**config.mk**
```make
export PLATFORM = sky130hd
export DESIGN_NAME = mie_exec
export DESIGN_NICKNAME = d
export VERILOG_FILES = /design/src/rtl/mie_pkg.sv /design/src/rtl/mie_exec.sv
export SDC_FILE = /design/constraint.sdc
export NUM_CORES = 1
export LEC_CHECK = 0
export ABC_CLOCK_PERIOD_IN_PS = 3300
export BUFFER_PORTS_ARGS = -buffer_cell sky130_fd_sc_hd__buf_2
export CAP_MARGIN = 30
export CORE_MARGIN = 1.5
export CORE_UTILIZATION = 35
export CTS_CLUSTER_DIAMETER = 40
export DETAILED_ROUTE_END_ITERATION = 8
export GPL_ROUTABILITY_DRIVEN = 0
export PLACE_DENSITY_LB_ADDON = 0.1
export SYNTH_ARGS = -nofsm -noshare
export SYNTH_HDL_FRONTEND = slang
export SYNTH_SLANG_ARGS = --single-unit
```
**constraint.sdc**
```tcl
create_clock -name sys_clk -period 3.3 [get_ports sys_clk]
set_input_delay 0.33 -clock sys_clk [delete_from_list [all_inputs] [get_ports sys_clk]]
set_output_delay 0.33 -clock sys_clk [all_outputs]
set_load 0.02 [all_outputs]
```
**src/rtl/mie_pkg.sv**
```systemverilog
// opcode patterns and field positions of the executed instruction subset
package mie_pkg;
	localparam int INSN_W  = 12;
	localparam int DATA_W  = 8;
	localparam int FADDR_W = 5;
	localparam int DSEL_W  = 3;
	// field positions inside the instruction word, and nibble bounds inside the data byte
	localparam int TOP4_HI  = 11;
	localparam int TOP4_LO  = 8;
	localparam int TOP6_LO  = 6;
	localparam int TOP9_LO  = 3;
	localparam int DEST_BIT = 5;
	localparam int LIT_HI   = 7;
	localparam int NIB_HI   = 7;
	localparam int NIB_MID  = 4;
	localparam int NIB_LO   = 3;
	// opcode values
	localparam logic [3:0] OPC_LOAD_LIT = 4'hC;
	localparam logic [5:0] OPC_SUB_ACC  = 6'h02;
	localparam logic [5:0] OPC_NIB_EXCH = 6'h0E;
	localparam logic [8:0] OPC_LOAD_DIR = 9'h000;
	// valid direction register selections
	localparam logic [2:0] DSEL_MIN = 3'h5;
	localparam logic [2:0] DSEL_MAX = 3'h7;
	// destination encodings
	localparam logic DEST_ACC  = 1'b0;
	localparam logic DEST_FILE = 1'b1;
	// reset values
	localparam logic [7:0] ACC_RST  = 8'h00;
	localparam logic       FLAG_RST = 1'b0;
endpackage

```
**src/rtl/mie_exec.sv**
```systemverilog
// decode and execute of literal load, subtract, nibble exchange, direction load
`timescale 1ns/1ps
`default_nettype none
module mie_exec #(
	parameter int DATA_W = mie_pkg::DATA_W
) (
	input  wire logic                         sys_clk,
	input  wire logic                         rst_n,
	input  wire logic                         clk_en,
	input  wire logic                         insn_valid,
	input  wire logic [mie_pkg::INSN_W-1:0]   insn,
	input  wire logic [DATA_W-1:0]            file_operand,
	output logic      [DATA_W-1:0]            acc,
	output logic                              flag_carry,
	output logic                              flag_digit_carry,
	output logic                              flag_zero,
	output logic                              file_wr_en,
	output logic      [mie_pkg::FADDR_W-1:0]  file_wr_addr,
	output logic      [DATA_W-1:0]            file_wr_data,
	output logic                              dir_wr_en,
	output logic      [mie_pkg::DSEL_W-1:0]   dir_wr_sel,
	output logic      [DATA_W-1:0]            dir_wr_data,
	output logic                              insn_unhandled
);
	typedef struct packed {
		logic [DATA_W-1:0]           acc;
		logic                        c;
		logic                        dc;
		logic                        z;
		logic                        fwe;
		logic [mie_pkg::FADDR_W-1:0] faddr;
		logic [DATA_W-1:0]           fdata;
		logic                        dwe;
		logic [mie_pkg::DSEL_W-1:0]  dsel;
		logic [DATA_W-1:0]           ddata;
		logic                        unh;
	} mie_state_t;

	mie_state_t st_r;
	mie_state_t st_nxt;

	// result in low bits, then zero, digit carry, carry on top
	function automatic logic [DATA_W+2:0] mie_sub(input logic [DATA_W-1:0] f, input logic [DATA_W-1:0] w);
		logic [DATA_W:0] sum;
		logic [mie_pkg::NIB_MID:0] lo;
		sum = {1'b0, f} + {1'b0, ~w} + {{DATA_W{1'b0}}, 1'b1};
		lo  = {1'b0, f[mie_pkg::NIB_LO:0]} + {1'b0, ~w[mie_pkg::NIB_LO:0]} + {{mie_pkg::NIB_MID{1'b0}}, 1'b1};
		// carry out of the complement add means no borrow
		return {sum[DATA_W], lo[mie_pkg::NIB_MID], (sum[DATA_W-1:0] == '0), sum[DATA_W-1:0]};
	endfunction

	function automatic logic [DATA_W-1:0] mie_swap(input logic [DATA_W-1:0] f);
		return {f[mie_pkg::NIB_LO:0], f[mie_pkg::NIB_HI:mie_pkg::NIB_MID]};
	endfunction

	logic                 is_lit;
	logic                 is_sub;
	logic                 is_swap;
	logic                 is_dir;
	logic                 dest;
	logic [DATA_W+2:0]    sub_res;
	logic [DATA_W-1:0]    swp;

	assign is_lit  = insn[mie_pkg::TOP4_HI:mie_pkg::TOP4_LO] == mie_pkg::OPC_LOAD_LIT;
	assign is_sub  = insn[mie_pkg::TOP4_HI:mie_pkg::TOP6_LO] == mie_pkg::OPC_SUB_ACC;
	assign is_swap = insn[mie_pkg::TOP4_HI:mie_pkg::TOP6_LO] == mie_pkg::OPC_NIB_EXCH;
	// selections below 5 are not direction loads and fall to the unhandled flag
	assign is_dir  = insn[mie_pkg::TOP4_HI:mie_pkg::TOP9_LO] == mie_pkg::OPC_LOAD_DIR
		&& insn[mie_pkg::DSEL_W-1:0] >= mie_pkg::DSEL_MIN
		&& insn[mie_pkg::DSEL_W-1:0] <= mie_pkg::DSEL_MAX;
	assign dest    = insn[mie_pkg::DEST_BIT];
	assign sub_res = mie_sub(file_operand, st_r.acc);
	assign swp     = mie_swap(file_operand);

	always_comb begin
		st_nxt       = st_r;
		// write strobes are pulses of one enabled cycle
		st_nxt.fwe   = 1'b0;
		st_nxt.dwe   = 1'b0;
		st_nxt.unh   = 1'b0;
		if (insn_valid) begin
			if (is_lit) begin
				st_nxt.acc = insn[mie_pkg::LIT_HI:0];
			end else if (is_sub) begin
				st_nxt.c  = sub_res[DATA_W+2];
				st_nxt.dc = sub_res[DATA_W+1];
				st_nxt.z  = sub_res[DATA_W];
				if (dest == mie_pkg::DEST_ACC) begin
					st_nxt.acc = sub_res[DATA_W-1:0];
				end else begin
					st_nxt.fwe   = 1'b1;
					st_nxt.faddr = insn[mie_pkg::FADDR_W-1:0];
					st_nxt.fdata = sub_res[DATA_W-1:0];
				end
			end else if (is_swap) begin
				if (dest == mie_pkg::DEST_ACC) begin
					st_nxt.acc = swp;
				end else begin
					st_nxt.fwe   = 1'b1;
					st_nxt.faddr = insn[mie_pkg::FADDR_W-1:0];
					st_nxt.fdata = swp;
				end
			end else if (is_dir) begin
				st_nxt.dwe   = 1'b1;
				st_nxt.dsel  = insn[mie_pkg::DSEL_W-1:0];
				st_nxt.ddata = st_r.acc;
			end else begin
				st_nxt.unh = 1'b1;
			end
		end
	end

	always_ff @(posedge sys_clk or negedge rst_n) begin
		if (!rst_n) begin
			st_r       <= '0;
			st_r.acc   <= mie_pkg::ACC_RST;
			st_r.c     <= mie_pkg::FLAG_RST;
			st_r.dc    <= mie_pkg::FLAG_RST;
			st_r.z     <= mie_pkg::FLAG_RST;
		end else if (clk_en) begin
			st_r <= st_nxt;
		end
	end

	assign acc              = st_r.acc;
	assign flag_carry       = st_r.c;
	assign flag_digit_carry = st_r.dc;
	assign flag_zero        = st_r.z;
	assign file_wr_en       = st_r.fwe;
	assign file_wr_addr     = st_r.faddr;
	assign file_wr_data     = st_r.fdata;
	assign dir_wr_en        = st_r.dwe;
	assign dir_wr_sel       = st_r.dsel;
	assign dir_wr_data      = st_r.ddata;
	assign insn_unhandled   = st_r.unh;

	// checks; opcode checks fire only on cycles where the instruction is taken, the select check on any cycle, the enable and idle checks on untaken cycles
	logic take;
	assign take = clk_en && insn_valid;

	a_swap_acc_value: assert property (@(posedge sys_clk) disable iff (!rst_n)
		take && is_swap && dest == mie_pkg::DEST_ACC |=> acc == mie_swap($past(file_operand)) && !file_wr_en)
		else $error("nibble exchange to accumulator wrong");

	a_swap_file_write: assert property (@(posedge sys_clk) disable iff (!rst_n)
		take && is_swap && dest == mie_pkg::DEST_FILE |=> file_wr_en && file_wr_data == mie_swap($past(file_operand))
		&& file_wr_addr == $past(insn[mie_pkg::FADDR_W-1:0]) && $stable(acc))
		else $error("nibble exchange to file wrong");

	a_flags_kept: assert property (@(posedge sys_clk) disable iff (!rst_n)
		take && (is_swap || is_dir || is_lit) |=> $stable({flag_carry, flag_digit_carry, flag_zero}))
		else $error("flags changed on flagless opcode");

	a_dir_load: assert property (@(posedge sys_clk) disable iff (!rst_n)
		take && is_dir |=> dir_wr_en && dir_wr_data == $past(acc) && dir_wr_sel == $past(insn[mie_pkg::DSEL_W-1:0]))
		else $error("direction load wrong");

	a_dir_sel_valid: assert property (@(posedge sys_clk) disable iff (!rst_n)
		dir_wr_en |-> dir_wr_sel >= mie_pkg::DSEL_MIN)
		else $error("direction select out of range");

	a_sub_acc_value: assert property (@(posedge sys_clk) disable iff (!rst_n)
		take && is_sub && dest == mie_pkg::DEST_ACC |=> acc == DATA_W'($past(file_operand) - $past(acc)))
		else $error("subtract result wrong");

	a_sub_file_write: assert property (@(posedge sys_clk) disable iff (!rst_n)
		take && is_sub && dest == mie_pkg::DEST_FILE |=> file_wr_en && $stable(acc)
		&& file_wr_data == DATA_W'($past(file_operand) - $past(acc)))
		else $error("subtract to file wrong");

	a_sub_file_addr: assert property (@(posedge sys_clk) disable iff (!rst_n)
		take && is_sub && dest == mie_pkg::DEST_FILE |=> file_wr_addr == $past(insn[mie_pkg::FADDR_W-1:0]))
		else $error("subtract file address wrong");

	a_sub_acc_only: assert property (@(posedge sys_clk) disable iff (!rst_n)
		take && is_sub && dest == mie_pkg::DEST_ACC |=> !file_wr_en && !dir_wr_en && !insn_unhandled)
		else $error("subtract to accumulator raised a strobe");

	a_dir_acc_kept: assert property (@(posedge sys_clk) disable iff (!rst_n)
		take && is_dir |=> $stable(acc) && !file_wr_en && !insn_unhandled)
		else $error("direction load disturbed other state");

	a_sub_flags: assert property (@(posedge sys_clk) disable iff (!rst_n)
		take && is_sub |=> flag_carry == ($past(file_operand) >= $past(acc))
		&& flag_zero == ($past(file_operand) == $past(acc))
		&& flag_digit_carry == ($past(file_operand[mie_pkg::NIB_LO:0]) >= $past(acc[mie_pkg::NIB_LO:0])))
		else $error("subtract flags wrong");

	a_lit_load: assert property (@(posedge sys_clk) disable iff (!rst_n)
		take && is_lit |=> acc == $past(insn[mie_pkg::LIT_HI:0]) && !file_wr_en && !dir_wr_en)
		else $error("literal load wrong");

	a_freeze_hold: assert property (@(posedge sys_clk) disable iff (!rst_n)
		!clk_en |=> $stable(acc) && $stable(file_wr_en) && $stable(flag_carry))
		else $error("state moved while disabled");

	a_freeze_strobes: assert property (@(posedge sys_clk) disable iff (!rst_n)
		!clk_en |=> $stable(dir_wr_en) && $stable(insn_unhandled) && $stable(file_wr_data) && $stable(dir_wr_data))
		else $error("strobes moved while disabled");

	// a word outside the subset must raise only the unhandled pulse and leave the rest of the core untouched
	a_unhandled_pulse: assert property (@(posedge sys_clk) disable iff (!rst_n)
		take && !(is_lit || is_sub || is_swap || is_dir) |=> insn_unhandled && !file_wr_en && !dir_wr_en
		&& $stable(acc) && $stable({flag_carry, flag_digit_carry, flag_zero}))
		else $error("unhandled word changed state");

	a_idle_quiet: assert property (@(posedge sys_clk) disable iff (!rst_n)
		clk_en && !insn_valid |=> !file_wr_en && !dir_wr_en && !insn_unhandled && $stable(acc))
		else $error("state moved without an instruction");

	c_sub_borrow: cover property (@(posedge sys_clk) disable iff (!rst_n) take && is_sub ##1 !flag_carry);
	c_swap_file:  cover property (@(posedge sys_clk) disable iff (!rst_n) take && is_swap && dest ##1 file_wr_en);
	c_dir_load:   cover property (@(posedge sys_clk) disable iff (!rst_n) take && is_dir ##1 dir_wr_en);
	c_lit_then_sub: cover property (@(posedge sys_clk) disable iff (!rst_n) take && is_lit ##1 take && is_sub);
	c_freeze_strobe: cover property (@(posedge sys_clk) disable iff (!rst_n) !clk_en && dir_wr_en);
endmodule
`default_nettype wire

```
### Word level (Yosys, flattened, before mapping)

Cells that the tools add are included.

| storage, ports and cells | value |
|---|---|
| register bits after elaboration | 38 |
| output and inout bits | 38 |
| word-level logic and storage cells | 54 |

| operators by class | value |
|---|---|
| $add $sub $neg | 4 |
| magnitude comparators | 2 |
| equal/unequal tests | 7 |
| mux-type cells | 15 |
| bitwise logic cells | 5 |
| reduce and logical (&&, ||, !) cells | 10 |

Operators with widths:

| kind | count |
|---|---|
| 14-bit 2-to-1 mux | 4 |
| 27-bit 2-to-1 mux | 2 |
| 8-bit 2-to-1 mux | 5 |
| 13-bit 2-to-1 mux | 2 |
| 12-bit 2-to-1 mux | 1 |
| 6-bit AND reduction | 2 |
| 8-bit by 8-bit adder with 9-bit output | 1 |
| 9-bit by 1-bit adder with 9-bit output (second input constant) | 1 |
| 9-bit zero test | 1 |
| 8-bit zero test | 1 |
| 8-bit NOT | 1 |
| 6-bit by 2-bit == test with 1-bit output (second input constant) | 1 |
| 6-bit by 4-bit == test with 1-bit output (second input constant) | 1 |
| 3-bit != test (second input constant) | 2 |
| 4-bit by 4-bit adder with 5-bit output | 1 |
| 5-bit by 1-bit adder with 5-bit output (second input constant) | 1 |
| 5-bit AND reduction | 1 |
| 4-bit == test (second input constant) | 1 |
| 2-bit != test (second input constant) | 2 |
| 4-bit NOT | 1 |
| 4-bit AND reduction | 1 |
| 3-bit >= comparator (second input constant) | 1 |
| 3-bit less-or-equal comparator (second input constant) | 1 |
| 1-bit NOT | 3 |
| 4 further kinds | 5 |

### Logic depth before layout (Yosys ltp)

Gate-level depths: netlist of run 1.

| depth | value |
|---|---|
| depth after elaboration | 8 |
| mapped depth | 9 |

### Worst setup path after synthesis of run 1

OpenSTA, ideal clock, no wires.

| path | value |
|---|---|
| kind | reg-to-reg |
| start point | reg acc[0] (netlist name) |
| end point | reg st_r (netlist bit flag_zero) |
| arrival | 2224 ps |
| setup slack | 1008 ps |
| stages on the path, launching flop included | 9 |
| buffers on the path | 0 |
| clock period less this slack | 2292 ps |
| cells stage by stage | dfrtp_1 -> ha_1 -> inv_1 -> fa_1 -> a21o_1 -> a221oi_1 -> xnor2_1 -> nor4_1 -> a32o_1 |

| between the ends | value |
|---|---|
| word-level cells in the longest chain between the ends | 4 |

Ends and longest elaborated chain:

| element | line | text |
|---|---|---|
| 8-bit NOT | mie_exec.sv:46 | `sum = {1'b0, f} + {1'b0, ~w} + {{DATA_W{1'b0}}, 1'b1};` |
| 8-bit by 8-bit adder with 9-bit output | mie_exec.sv:46 |  |
| 9-bit by 1-bit adder with 9-bit output | mie_exec.sv:46 |  |
| 8-bit zero test | mie_exec.sv:49 | `return {sum[DATA_W], lo[mie_pkg::NIB_MID], (sum[DATA_W-1:0] == '0), sum[DATA_W-1:0]};` |
| to (signal assigned) | mie_exec.sv:121 | `st_r <= st_nxt;` |
| to (decl) | mie_exec.sv:39 | `mie_state_t st_r;` |

Every way passes these cells.
A chain may end at the register's enable or synchronous reset.

### Worst setup path in the final report of run 1

| path | value |
|---|---|
| start point | reg acc[0] (netlist name) |
| end point | reg st_r (netlist bit flag_zero) |

| between the ends | value |
|---|---|
| word-level cells in the longest chain between the ends | 4 |

Ends and longest elaborated chain:

| element | line |
|---|---|
| 8-bit NOT | mie_exec.sv:46 |
| 8-bit by 8-bit adder with 9-bit output | mie_exec.sv:46 |
| 9-bit by 1-bit adder with 9-bit output | mie_exec.sv:46 |
| 8-bit zero test | mie_exec.sv:49 |

Every way passes these cells.

==> run_summary.xml, run 1 <==
<?xml version="1.0" encoding="UTF-8"?>
<metrics>
  <group name="logic_synthesis">
    <metric name="syn-mean-instance-area" unit="µm²">9.61</metric>
    <metric name="synth.distinct_cells" unit="">46</metric>
    <metric name="yosys.area_share.xor_xnor" unit="%">1.60</metric>
    <metric name="fraction_of_the_mapped_netlist_area_in_compound_gates" unit="%">20.4</metric>
    <metric name="syn_inst" unit="">228</metric>
    <metric name="postSynthRegisterBits" unit="">38</metric>
    <metric name="postSynth.topFlopCell" unit="">sky130_fd_sc_hd__dfrtp_1</metric>
    <metric name="main_combinational_cell_family_by_area_after_synthesis" unit="">compound AO/OA/AOI/OAI gates</metric>
    <metric name="synth.net_count" unit="">262</metric>
    <metric name="post_synth_and_or_nand_nor_area_fraction" unit="%">16.2</metric>
    <metric name="synth.area.mux_share" unit="%">7.60</metric>
    <metric name="yosysSeqAreaShare" unit="%">43.4</metric>
    <metric name="asyncSetResetFlopFracSynth" unit="%">100</metric>
    <metric name="netlist_area" unit="µm²">2190</metric>
    <metric name="synth_edf_count" unit="">0</metric>
    <metric name="yosys_warnings" unit="">0</metric>
    <metric name="synth_adder_area_share" unit="%">6.05</metric>
  </group>
  <group name="worst_setup_path">
    <metric name="critical_path_fanout_max" unit="">5</metric>
    <metric name="crit_path_end_kind" unit="">flop</metric>
    <metric name="worst_path_cell_with_the_longest_stage_delay" unit="">sky130_fd_sc_hd__dfrtp_1</metric>
    <metric name="worst_r2r_path_depth" unit="">8</metric>
    <metric name="critical_path.n_buffers_inverters" unit="">1</metric>
    <metric name="crit_type" unit="">reg -&gt; reg</metric>
    <metric name="crit_path_max_incr_delay" unit="ns">0.45</metric>
    <metric name="setup.reg_to_reg.worst_slack" unit="ns">0.91</metric>
    <metric name="critPathLaunchType" unit="">flop</metric>
    <metric name="critical_path.reg2reg.endpoint" unit="">flag_zero</metric>
    <metric name="timing.rr.start" unit="">acc[0]</metric>
    <metric name="worst_path_cell_trace" unit="">ha_1 -&gt; inv_1 -&gt; fa_1 -&gt; a21o_1 -&gt; a221oi_1 -&gt; xnor2_1 -&gt; nor4_1 -&gt; a32o_1</metric>
    <metric name="arrival" unit="ns">2.62</metric>
    <metric name="worst_path_dominant_cell_family" unit="">compound AO/OA/AOI/OAI gates</metric>
    <metric name="worstPathRequired" unit="ns">3.53</metric>
  </group>
  <group name="global_routing">
    <metric name="grt_start_max_net_pins" unit="">39</metric>
    <metric name="antenna_found_initial" unit="">0</metric>
    <metric name="first_global_vias" unit="">1827</metric>
    <metric name="total_routing_usage_gr" unit="%">18.8</metric>
    <metric name="global_route.overflow_total" unit="">0</metric>
    <metric name="grt_pass1_wl" unit="µm">9250</metric>
  </group>
  <group name="die">
    <metric name="chipHeight" unit="µm">82.1</metric>
    <metric name="ioPinCount" unit="">62</metric>
    <metric name="placement_rows" unit="">28</metric>
    <metric name="coreArea" unit="µm²">5990</metric>
    <metric name="floorplan.die.width" unit="µm">82.1</metric>
    <metric name="initial_utilization" unit="%">36.6</metric>
    <metric name="die_area" unit="µm²">6740</metric>
  </group>
  <group name="route">
    <metric name="vias" unit="">1902</metric>
    <metric name="drt-vias-per-instance" unit="">5.23</metric>
    <metric name="detailedRoute.firstPassIterationCount" unit="">4</metric>
    <metric name="drc_errors" unit="">0</metric>
    <metric name="route.antenna.remaining_nets" unit="">0</metric>
    <metric name="routed_wirelength" unit="µm">5890</metric>
    <metric name="route.detailed.wl_per_inst" unit="µm">16.2</metric>
    <metric name="drt-initial-drc-count" unit="">73</metric>
  </group>
  <group name="timing">
    <metric name="timing.max_slew.rel_slack" unit="%">44.1</metric>
    <metric name="rsz_0062_raised_after_global_routing" unit="">no</metric>
    <metric name="period_needed" unit="ns">2.39</metric>
    <metric name="fraction_of_the_cycle_the_final_worst_path_needs" unit="%">72.3</metric>
    <metric name="report.final.setup_viol" unit="">0</metric>
    <metric name="maxSlewViolCount" unit="">0</metric>
    <metric name="fin_tns_setup" unit="ns">0</metric>
    <metric name="tightestPinTransition" unit="ns">0.839</metric>
    <metric name="clock.fmax" unit="GHz">0.419</metric>
    <metric name="timing_hold_violations_final" unit="">0</metric>
    <metric name="fin_skew" unit="ns">0.0100</metric>
  </group>
  <group name="pwr">
    <metric name="sw_frac_of_total" unit="%">33.0</metric>
    <metric name="internal-power" unit="mW">0.898</metric>
    <metric name="vdd_ir_drop_max" unit="mV">0.199</metric>
    <metric name="power.density" unit="nW/µm²">502</metric>
    <metric name="power_frac_seq" unit="%">39.9</metric>
    <metric name="design_power_total" unit="mW">1.34</metric>
    <metric name="netSwitchingPower" unit="mW">0.442</metric>
    <metric name="power.clock.fraction" unit="%">30.1</metric>
    <metric name="leakagePower" unit="nW">1.39</metric>
    <metric name="combinationalPowerShare" unit="%">30.0</metric>
  </group>
  <group name="clocking">
    <metric name="cts_hold_buffers" unit="">0</metric>
    <metric name="cts_root_buffer" unit="">sky130_fd_sc_hd__clkbuf_8</metric>
    <metric name="tritoncts.num_buffers" unit="">5</metric>
    <metric name="h_tree_lvls" unit="">2</metric>
    <metric name="tritoncts_clock_tree" unit="">yes</metric>
    <metric name="post_cts.resized_instances" unit="">0</metric>
    <metric name="worstSkewPairLatency" unit="ns">0.29</metric>
    <metric name="post-cts-setup-buffers" unit="">0</metric>
    <metric name="tritoncts_num_sinks" unit="">38</metric>
    <metric name="max-clock-path-buffers" unit="">2</metric>
    <metric name="clk_transition_reported_paths" unit="ns">0.08</metric>
  </group>
  <group name="placed_design">
    <metric name="hpwlAfterDp" unit="µm">4640</metric>
    <metric name="port_buffers" unit="">61</metric>
  </group>
  <group name="status">
    <metric name="outcome" unit="">complete, no violations</metric>
  </group>
  <group name="run">
    <metric name="max_cap_viol_count" unit="">0</metric>
  </group>
  <group name="cells_and_area">
    <metric name="n_antenna_cell" unit="">0</metric>
    <metric name="finalNetCount" unit="">323</metric>
    <metric name="post_route_cells_drive_above_1_share" unit="%">31.5</metric>
    <metric name="area_delta_synth_final" unit="%">21.9</metric>
  </group>
  <group name="worst_hold_path">
    <metric name="worst_hold_path_type" unit="">in -&gt; async</metric>
  </group>
</metrics>
[power by group through the flow]
stage          Clock [mW]  Combinational [mW]  Sequential [mW]
3_5_place_dp            0               0.402            0.543
5_1_grt             0.439               0.447            0.539
6_report            0.403               0.403            0.534
4_1_cts             0.418               0.404            0.534
3_3_place_gp            0               0.403            0.543
2_1_floorplan           0               0.231            0.577
[synthesized netlist by cell type, types with 2 or more instances]
cell / n / area share, %
sky130_fd_sc_hd__nor2_1: 19 / 3.3
sky130_fd_sc_hd__mux2i_1: 2 / 0.91
sky130_fd_sc_hd__a221o_1: 2 / 0.91
sky130_fd_sc_hd__a211oi_1: 6 / 2.1
sky130_fd_sc_hd__buf_6: 2 / 1.0
sky130_fd_sc_hd__dfrtp_1: 38 / 43
sky130_fd_sc_hd__nor3_1: 5 / 1.1
sky130_fd_sc_hd__o21ai_0: 16 / 3.7
sky130_fd_sc_hd__nand2_1: 25 / 4.3
sky130_fd_sc_hd__and3_1: 2 / 0.57
sky130_fd_sc_hd__clkbuf_1: 6 / 1.0
sky130_fd_sc_hd__nand3_1: 5 / 1.1
sky130_fd_sc_hd__ha_1: 9 / 5.1
sky130_fd_sc_hd__a21oi_1: 12 / 2.7
sky130_fd_sc_hd__buf_2: 2 / 0.46
sky130_fd_sc_hd__xor2_1: 2 / 0.80
sky130_fd_sc_hd__nor3b_1: 2 / 0.69
sky130_fd_sc_hd__or2_2: 3 / 0.86
sky130_fd_sc_hd__o31ai_2: 3 / 1.7
sky130_fd_sc_hd__xnor2_1: 2 / 0.80
sky130_fd_sc_hd__inv_1: 13 / 2.2
sky130_fd_sc_hd__nor2b_1: 5 / 1.4
sky130_fd_sc_hd__a21o_1: 10 / 3.4
sky130_fd_sc_hd__mux2_2: 12 / 6.2
sky130_fd_sc_hd__nor4_1: 2 / 0.57
sky130_fd_sc_hd__a22oi_1: 3 / 1.0
[area by class of cell]
class / count / area, µm²
fillers: 607 / 3320
multi-input cells: 167 / 1140
well taps: 75 / 93.8
clock inverters: 1 / 30.0
flip-flops and latches: 38 / 951
repair buffers: 64 / 328
clock buffers: 6 / 82.6
inverters: 13 / 48.8
[state kept, by name (all words and copies together) (netlist names), 3 cells and up]
| register | count |
|---|---|
| file_wr_addr | 5 |
| dir_wr_sel | 3 |
| acc | 8 |
| dir_wr_data | 8 |
| file_wr_data | 8 |
[metrics by stage]
step | hold WS [ns] | area (µm²) | setup WS (ns) | util, % | std cells
floorplan | 0.0344 | 2190 | 1.01 | - | 228
global placement | 0.449 | 2560 | 0.929 | 42.7 | 357
detailed placement | 0.447 | 2560 | 0.870 | 42.7 | 357
CTS | 0.180 | 2670 | 0.918 | 44.6 | 364
global route | 0.203 | 2670 | 0.720 | 44.6 | 364
finish | 0.130 | 2670 | 0.914 | 44.6 | 364
[layer usage]
| metal | vias up | share of wire, % | track usage (%) | routed length (µm) |
|---|---|---|---|---|
| met5 | - | 0 | 0 | 0 |
| met4 | 0 | 1.1 | 4.58 | 65 |
| met3 | 8 | 5.1 | 3.63 | 302 |
| met2 | 61 | 45 | 30.0 | 2650 |
| met1 | 901 | 49 | 26.3 | 2870 |
| li1 | 932 | - | - | - |
[cells by family after synthesis]
| family | count (synthesis) |
|---|---|
| AOI/OAI and AO/OA | 64 |
| xor gates and xnor gates | 4 |
| adders and majority gates | 10 |
| buffers and inverters | 23 |
| DFF | 38 |
| muxes | 15 |
| and+or+nand+nor | 74 |
[worst register-to-register path, delay by kind of cell, from the launching register on]
kind,cells,cell delay (ns)
AO/OA/AOI/OAI,3,0.78
adder cells (fa/ha/maj),2,0.58
flip-flops,1,0.45
AND/OR/NAND/NOR,1,0.31
XOR/XNOR,1,0.18
buffers and inverters,1,0.05
[cell usage in the layout, fill, tap and decap left out, types with 3 or more instances in the layout]
cell and count:
sky130_fd_sc_hd__a211oi_1 6, sky130_fd_sc_hd__a21o_1 10, sky130_fd_sc_hd__a21oi_1 12, sky130_fd_sc_hd__a22oi_1 3, sky130_fd_sc_hd__buf_2 61, sky130_fd_sc_hd__buf_4 3, sky130_fd_sc_hd__clkbuf_8 6, sky130_fd_sc_hd__dfrtp_1 38
sky130_fd_sc_hd__ha_1 9, sky130_fd_sc_hd__inv_1 13, sky130_fd_sc_hd__mux2_2 12, sky130_fd_sc_hd__nand2_1 25, sky130_fd_sc_hd__nand3_1 5, sky130_fd_sc_hd__nor2_1 19, sky130_fd_sc_hd__nor2b_1 5, sky130_fd_sc_hd__nor3_1 5
sky130_fd_sc_hd__o21ai_0 16, sky130_fd_sc_hd__o31ai_2 3, sky130_fd_sc_hd__or2_2 3
[worst max-delay path by stage]
stage | from | endpoint | slack [ns] | cells past startpoint
floorplan | acc[0] | flag_zero | 1.01 | 8
global placement | file_operand[0] | flag_zero | 0.93 | 10
detailed placement | file_operand[0] | flag_zero | 0.87 | 10
CTS | acc[0] | flag_zero | 0.92 | 8
global route | acc[0] | flag_zero | 0.72 | 8
finish | acc[0] | flag_zero | 0.91 | 8
No activity file was read; power rests on OpenSTA's default activity.
==> inputs of run 2 (changes only) <==
--- a/config.mk
+++ b/config.mk
@@ -5,7 +5,7 @@
 export SDC_FILE = /design/constraint.sdc
 export NUM_CORES = 1
 export LEC_CHECK = 0
-export ABC_CLOCK_PERIOD_IN_PS = 3300
+export ABC_CLOCK_PERIOD_IN_PS = 2300
 export BUFFER_PORTS_ARGS = -buffer_cell sky130_fd_sc_hd__buf_2
 export CAP_MARGIN = 30
 export CORE_MARGIN = 1.5
==> constraint.sdc (replaced) <==
create_clock -name sys_clk -period 2.3 [get_ports sys_clk]
set_input_delay 0.23 -clock sys_clk [delete_from_list [all_inputs] [get_ports sys_clk]]
set_output_delay 0.23 -clock sys_clk [all_outputs]
set_load 0.02 [all_outputs]
==> run 2 against run 1 <==
Combinational power grew 56%. Final cell count grew 2.5%. Utilization grew 0.81 points. Largest cell class unchanged.
==> run_summary.xml, run 2 (synthesized netlist as in run 1, its figures left out) <==
<?xml version="1.0" encoding="UTF-8"?>
<metrics>
  <group name="status">
    <metric name="outcome" unit="">complete, no violations</metric>
  </group>
  <group name="worst_setup_path">
    <metric name="critical_path_fanout_max" unit="">3</metric>
    <metric name="crit_path_max_incr_delay" unit="ns">0.38</metric>
    <metric name="worst_path_dominant_cell_family" unit="">compound AO/OA/AOI/OAI gates</metric>
    <metric name="worst_setup_path_startpoint" unit="">acc[0]</metric>
    <metric name="worstPathRequired" unit="ns">2.54</metric>
    <metric name="critical_path.n_buffers_inverters" unit="">1</metric>
    <metric name="worst_r2r_path_depth" unit="">8</metric>
    <metric name="path_depth" unit="">8</metric>
    <metric name="arrival" unit="ns">2.41</metric>
    <metric name="critPathLaunchType" unit="">flop</metric>
    <metric name="worst_path_cell_trace" unit="">ha_1 -&gt; inv_1 -&gt; fa_1 -&gt; a21o_1 -&gt; a221oi_2 -&gt; xnor2_1 -&gt; nor4_1 -&gt; a32o_1</metric>
    <metric name="crit_type" unit="">reg -&gt; reg</metric>
    <metric name="worst_path_cell_with_the_longest_stage_delay" unit="">sky130_fd_sc_hd__fa_1</metric>
    <metric name="timing.rr.start" unit="">acc[0]</metric>
    <metric name="crit_path_end_kind" unit="">flop</metric>
  </group>
  <group name="run">
    <metric name="max_cap_viol_count" unit="">0</metric>
  </group>
  <group name="timing">
    <metric name="fin_skew" unit="ns">0.0134</metric>
    <metric name="timing.max_slew.rel_slack" unit="%">38.7</metric>
    <metric name="maxSlewViolCount" unit="">0</metric>
    <metric name="timing_hold_violations_final" unit="">0</metric>
    <metric name="whs" unit="ns">0.0612</metric>
    <metric name="layout_setup_ws" unit="ns">0.136</metric>
    <metric name="rsz_0062_raised_after_global_routing" unit="">no</metric>
    <metric name="period_needed" unit="ns">2.16</metric>
    <metric name="tightestPinTransition" unit="ns">0.919</metric>
    <metric name="report.final.setup_viol" unit="">0</metric>
    <metric name="clock.fmax" unit="GHz">0.462</metric>
    <metric name="fraction_of_the_cycle_the_final_worst_path_needs" unit="%">94.1</metric>
  </group>
  <group name="clocking">
    <metric name="h_tree_lvls" unit="">2</metric>
    <metric name="cts_root_buffer" unit="">sky130_fd_sc_hd__clkbuf_8</metric>
    <metric name="clk_transition_reported_paths" unit="ns">0.09</metric>
    <metric name="tritoncts_clock_tree" unit="">yes</metric>
    <metric name="max-clock-path-buffers" unit="">2</metric>
    <metric name="tritoncts.num_buffers" unit="">5</metric>
    <metric name="post-cts-setup-buffers" unit="">0</metric>
    <metric name="tritoncts_num_sinks" unit="">38</metric>
    <metric name="worstSkewPairLatency" unit="ns">0.30</metric>
  </group>
  <group name="die">
    <metric name="chipHeight" unit="µm">82.1</metric>
    <metric name="coreArea" unit="µm²">5990</metric>
    <metric name="floorplan.die.width" unit="µm">82.1</metric>
    <metric name="ioPinCount" unit="">62</metric>
    <metric name="initial_utilization" unit="%">36.6</metric>
    <metric name="placement_rows" unit="">28</metric>
    <metric name="die_area" unit="µm²">6740</metric>
  </group>
  <group name="placed_design">
    <metric name="port_buffers" unit="">61</metric>
    <metric name="place_area" unit="µm²">2620</metric>
    <metric name="setup_slack_after_placement" unit="ns">-0.0152</metric>
    <metric name="hpwlAfterDp" unit="µm">4750</metric>
  </group>
  <group name="route">
    <metric name="route.detailed.wl_per_inst" unit="µm">16.4</metric>
    <metric name="vias" unit="">1953</metric>
    <metric name="drt-vias-per-instance" unit="">5.24</metric>
    <metric name="route.antenna.remaining_nets" unit="">0</metric>
    <metric name="drc_errors" unit="">0</metric>
    <metric name="drt-initial-drc-count" unit="">86</metric>
    <metric name="detailedRoute.firstPassIterationCount" unit="">4</metric>
    <metric name="routed_wirelength" unit="µm">6100</metric>
  </group>
  <group name="global_routing">
    <metric name="globalRouteMet2Util" unit="%">29.3</metric>
    <metric name="first_global_vias" unit="">1927</metric>
    <metric name="grt_most_used_layer" unit="">met2</metric>
    <metric name="grt_pass1_wl" unit="µm">9740</metric>
    <metric name="grt.met3_usage" unit="%">3.74</metric>
    <metric name="gr-usage-met1" unit="%">27.8</metric>
    <metric name="total_routing_usage_gr" unit="%">19.6</metric>
    <metric name="grt_start_max_net_pins" unit="">39</metric>
    <metric name="antenna_found_initial" unit="">0</metric>
    <metric name="global_route.overflow_total" unit="">0</metric>
  </group>
  <group name="pwr">
    <metric name="leakagePower" unit="nW">1.43</metric>
    <metric name="combinationalPowerShare" unit="%">33.4</metric>
    <metric name="power.clock.fraction" unit="%">26.3</metric>
    <metric name="power_frac_seq" unit="%">40.3</metric>
    <metric name="vdd_ir_drop_max" unit="mV">0.324</metric>
    <metric name="internal-power" unit="mW">1.21</metric>
    <metric name="power.density" unit="nW/µm²">691</metric>
    <metric name="sw_frac_of_total" unit="%">35.4</metric>
    <metric name="netSwitchingPower" unit="mW">0.664</metric>
    <metric name="design_power_total" unit="mW">1.88</metric>
  </group>
  <group name="cells_and_area">
    <metric name="sequential_cell_area" unit="µm²">951</metric>
    <metric name="mostFrequentLayoutCells" unit="">61 x sky130_fd_sc_hd__buf_2, 38 x sky130_fd_sc_hd__dfrtp_1, 25 x sky130_fd_sc_hd__nand2_1</metric>
    <metric name="finalNetCount" unit="">331</metric>
    <metric name="area_delta_synth_final" unit="%">24.1</metric>
    <metric name="layout.filler_cells" unit="">598</metric>
    <metric name="n_antenna_cell" unit="">0</metric>
    <metric name="final_common_cell" unit="">sky130_fd_sc_hd__buf_2</metric>
    <metric name="post_route_cells_drive_above_1_share" unit="%">33.9</metric>
    <metric name="final_design_area_no_fill" unit="µm²">2720</metric>
    <metric name="multiInputGateArea" unit="µm²">1140</metric>
  </group>
  <group name="worst_hold_path">
    <metric name="worst_hold_path_type" unit="">in -&gt; async</metric>
  </group>
</metrics>
==> run 2: final cells by class <==
| cell class | count | area share (%) |
|---|---|---|
| multi-input cells | 167 | 42.0 |
| repair buffers | 72 | 14.3 |
| clock buffers | 6 | 3.04 |
| well taps | 75 | 3.45 |
| inverters | 13 | 1.79 |
| clock inverters | 2 | 0.460 |
| flip-flops and latches | 38 | 35.0 |
==> run 2: final timing paths <==
path | endpoint | slack, ns
setup / recovery | flag_zero | 0.14
hold / removal | flag_digit_carry | 0.06
setup reg to reg | flag_zero | 0.14
hold reg to reg | dir_wr_sel[2] | 0.47
max in group asynchronous | acc[1] | 1.66
min in group sys_clk | file_wr_addr[4] | 0.21
==> run 2: power groups by stage <==
stage / registers, mW / clock network [mW] / logic [mW]
after floorplan: 0.828 / 0 / 0.332
after global placement: 0.769 / 0 / 0.623
after detailed placement: 0.771 / 0 / 0.621
after CTS: 0.758 / 0.512 / 0.625
after global routing: 0.764 / 0.541 / 0.693
final: 0.756 / 0.494 / 0.627
==> run 2: repair_timing <==
item,CTS,global route
hold buffers,0,0
setup endpoints to repair,0,3
hold endpoints to repair,0,0
resized for setup,0,1
==> run 2: layer usage <==
layer | part of all wire, % | routed length, µm
met1 | 49 | 2980
met2 | 42 | 2590
met3 | 6.0 | 364
met4 | 2.6 | 161
met5 | 0 | 0
==> run 2: per-stage QoR <==
step	cells	setup TNS [ns]	utilization, %
global placement	365	0	43.7
floorplan	228	0	-
CTS	373	0	45.3
detailed placement	365	-0.0152	43.7
finish	373	0	45.4
global route	373	0	45.4
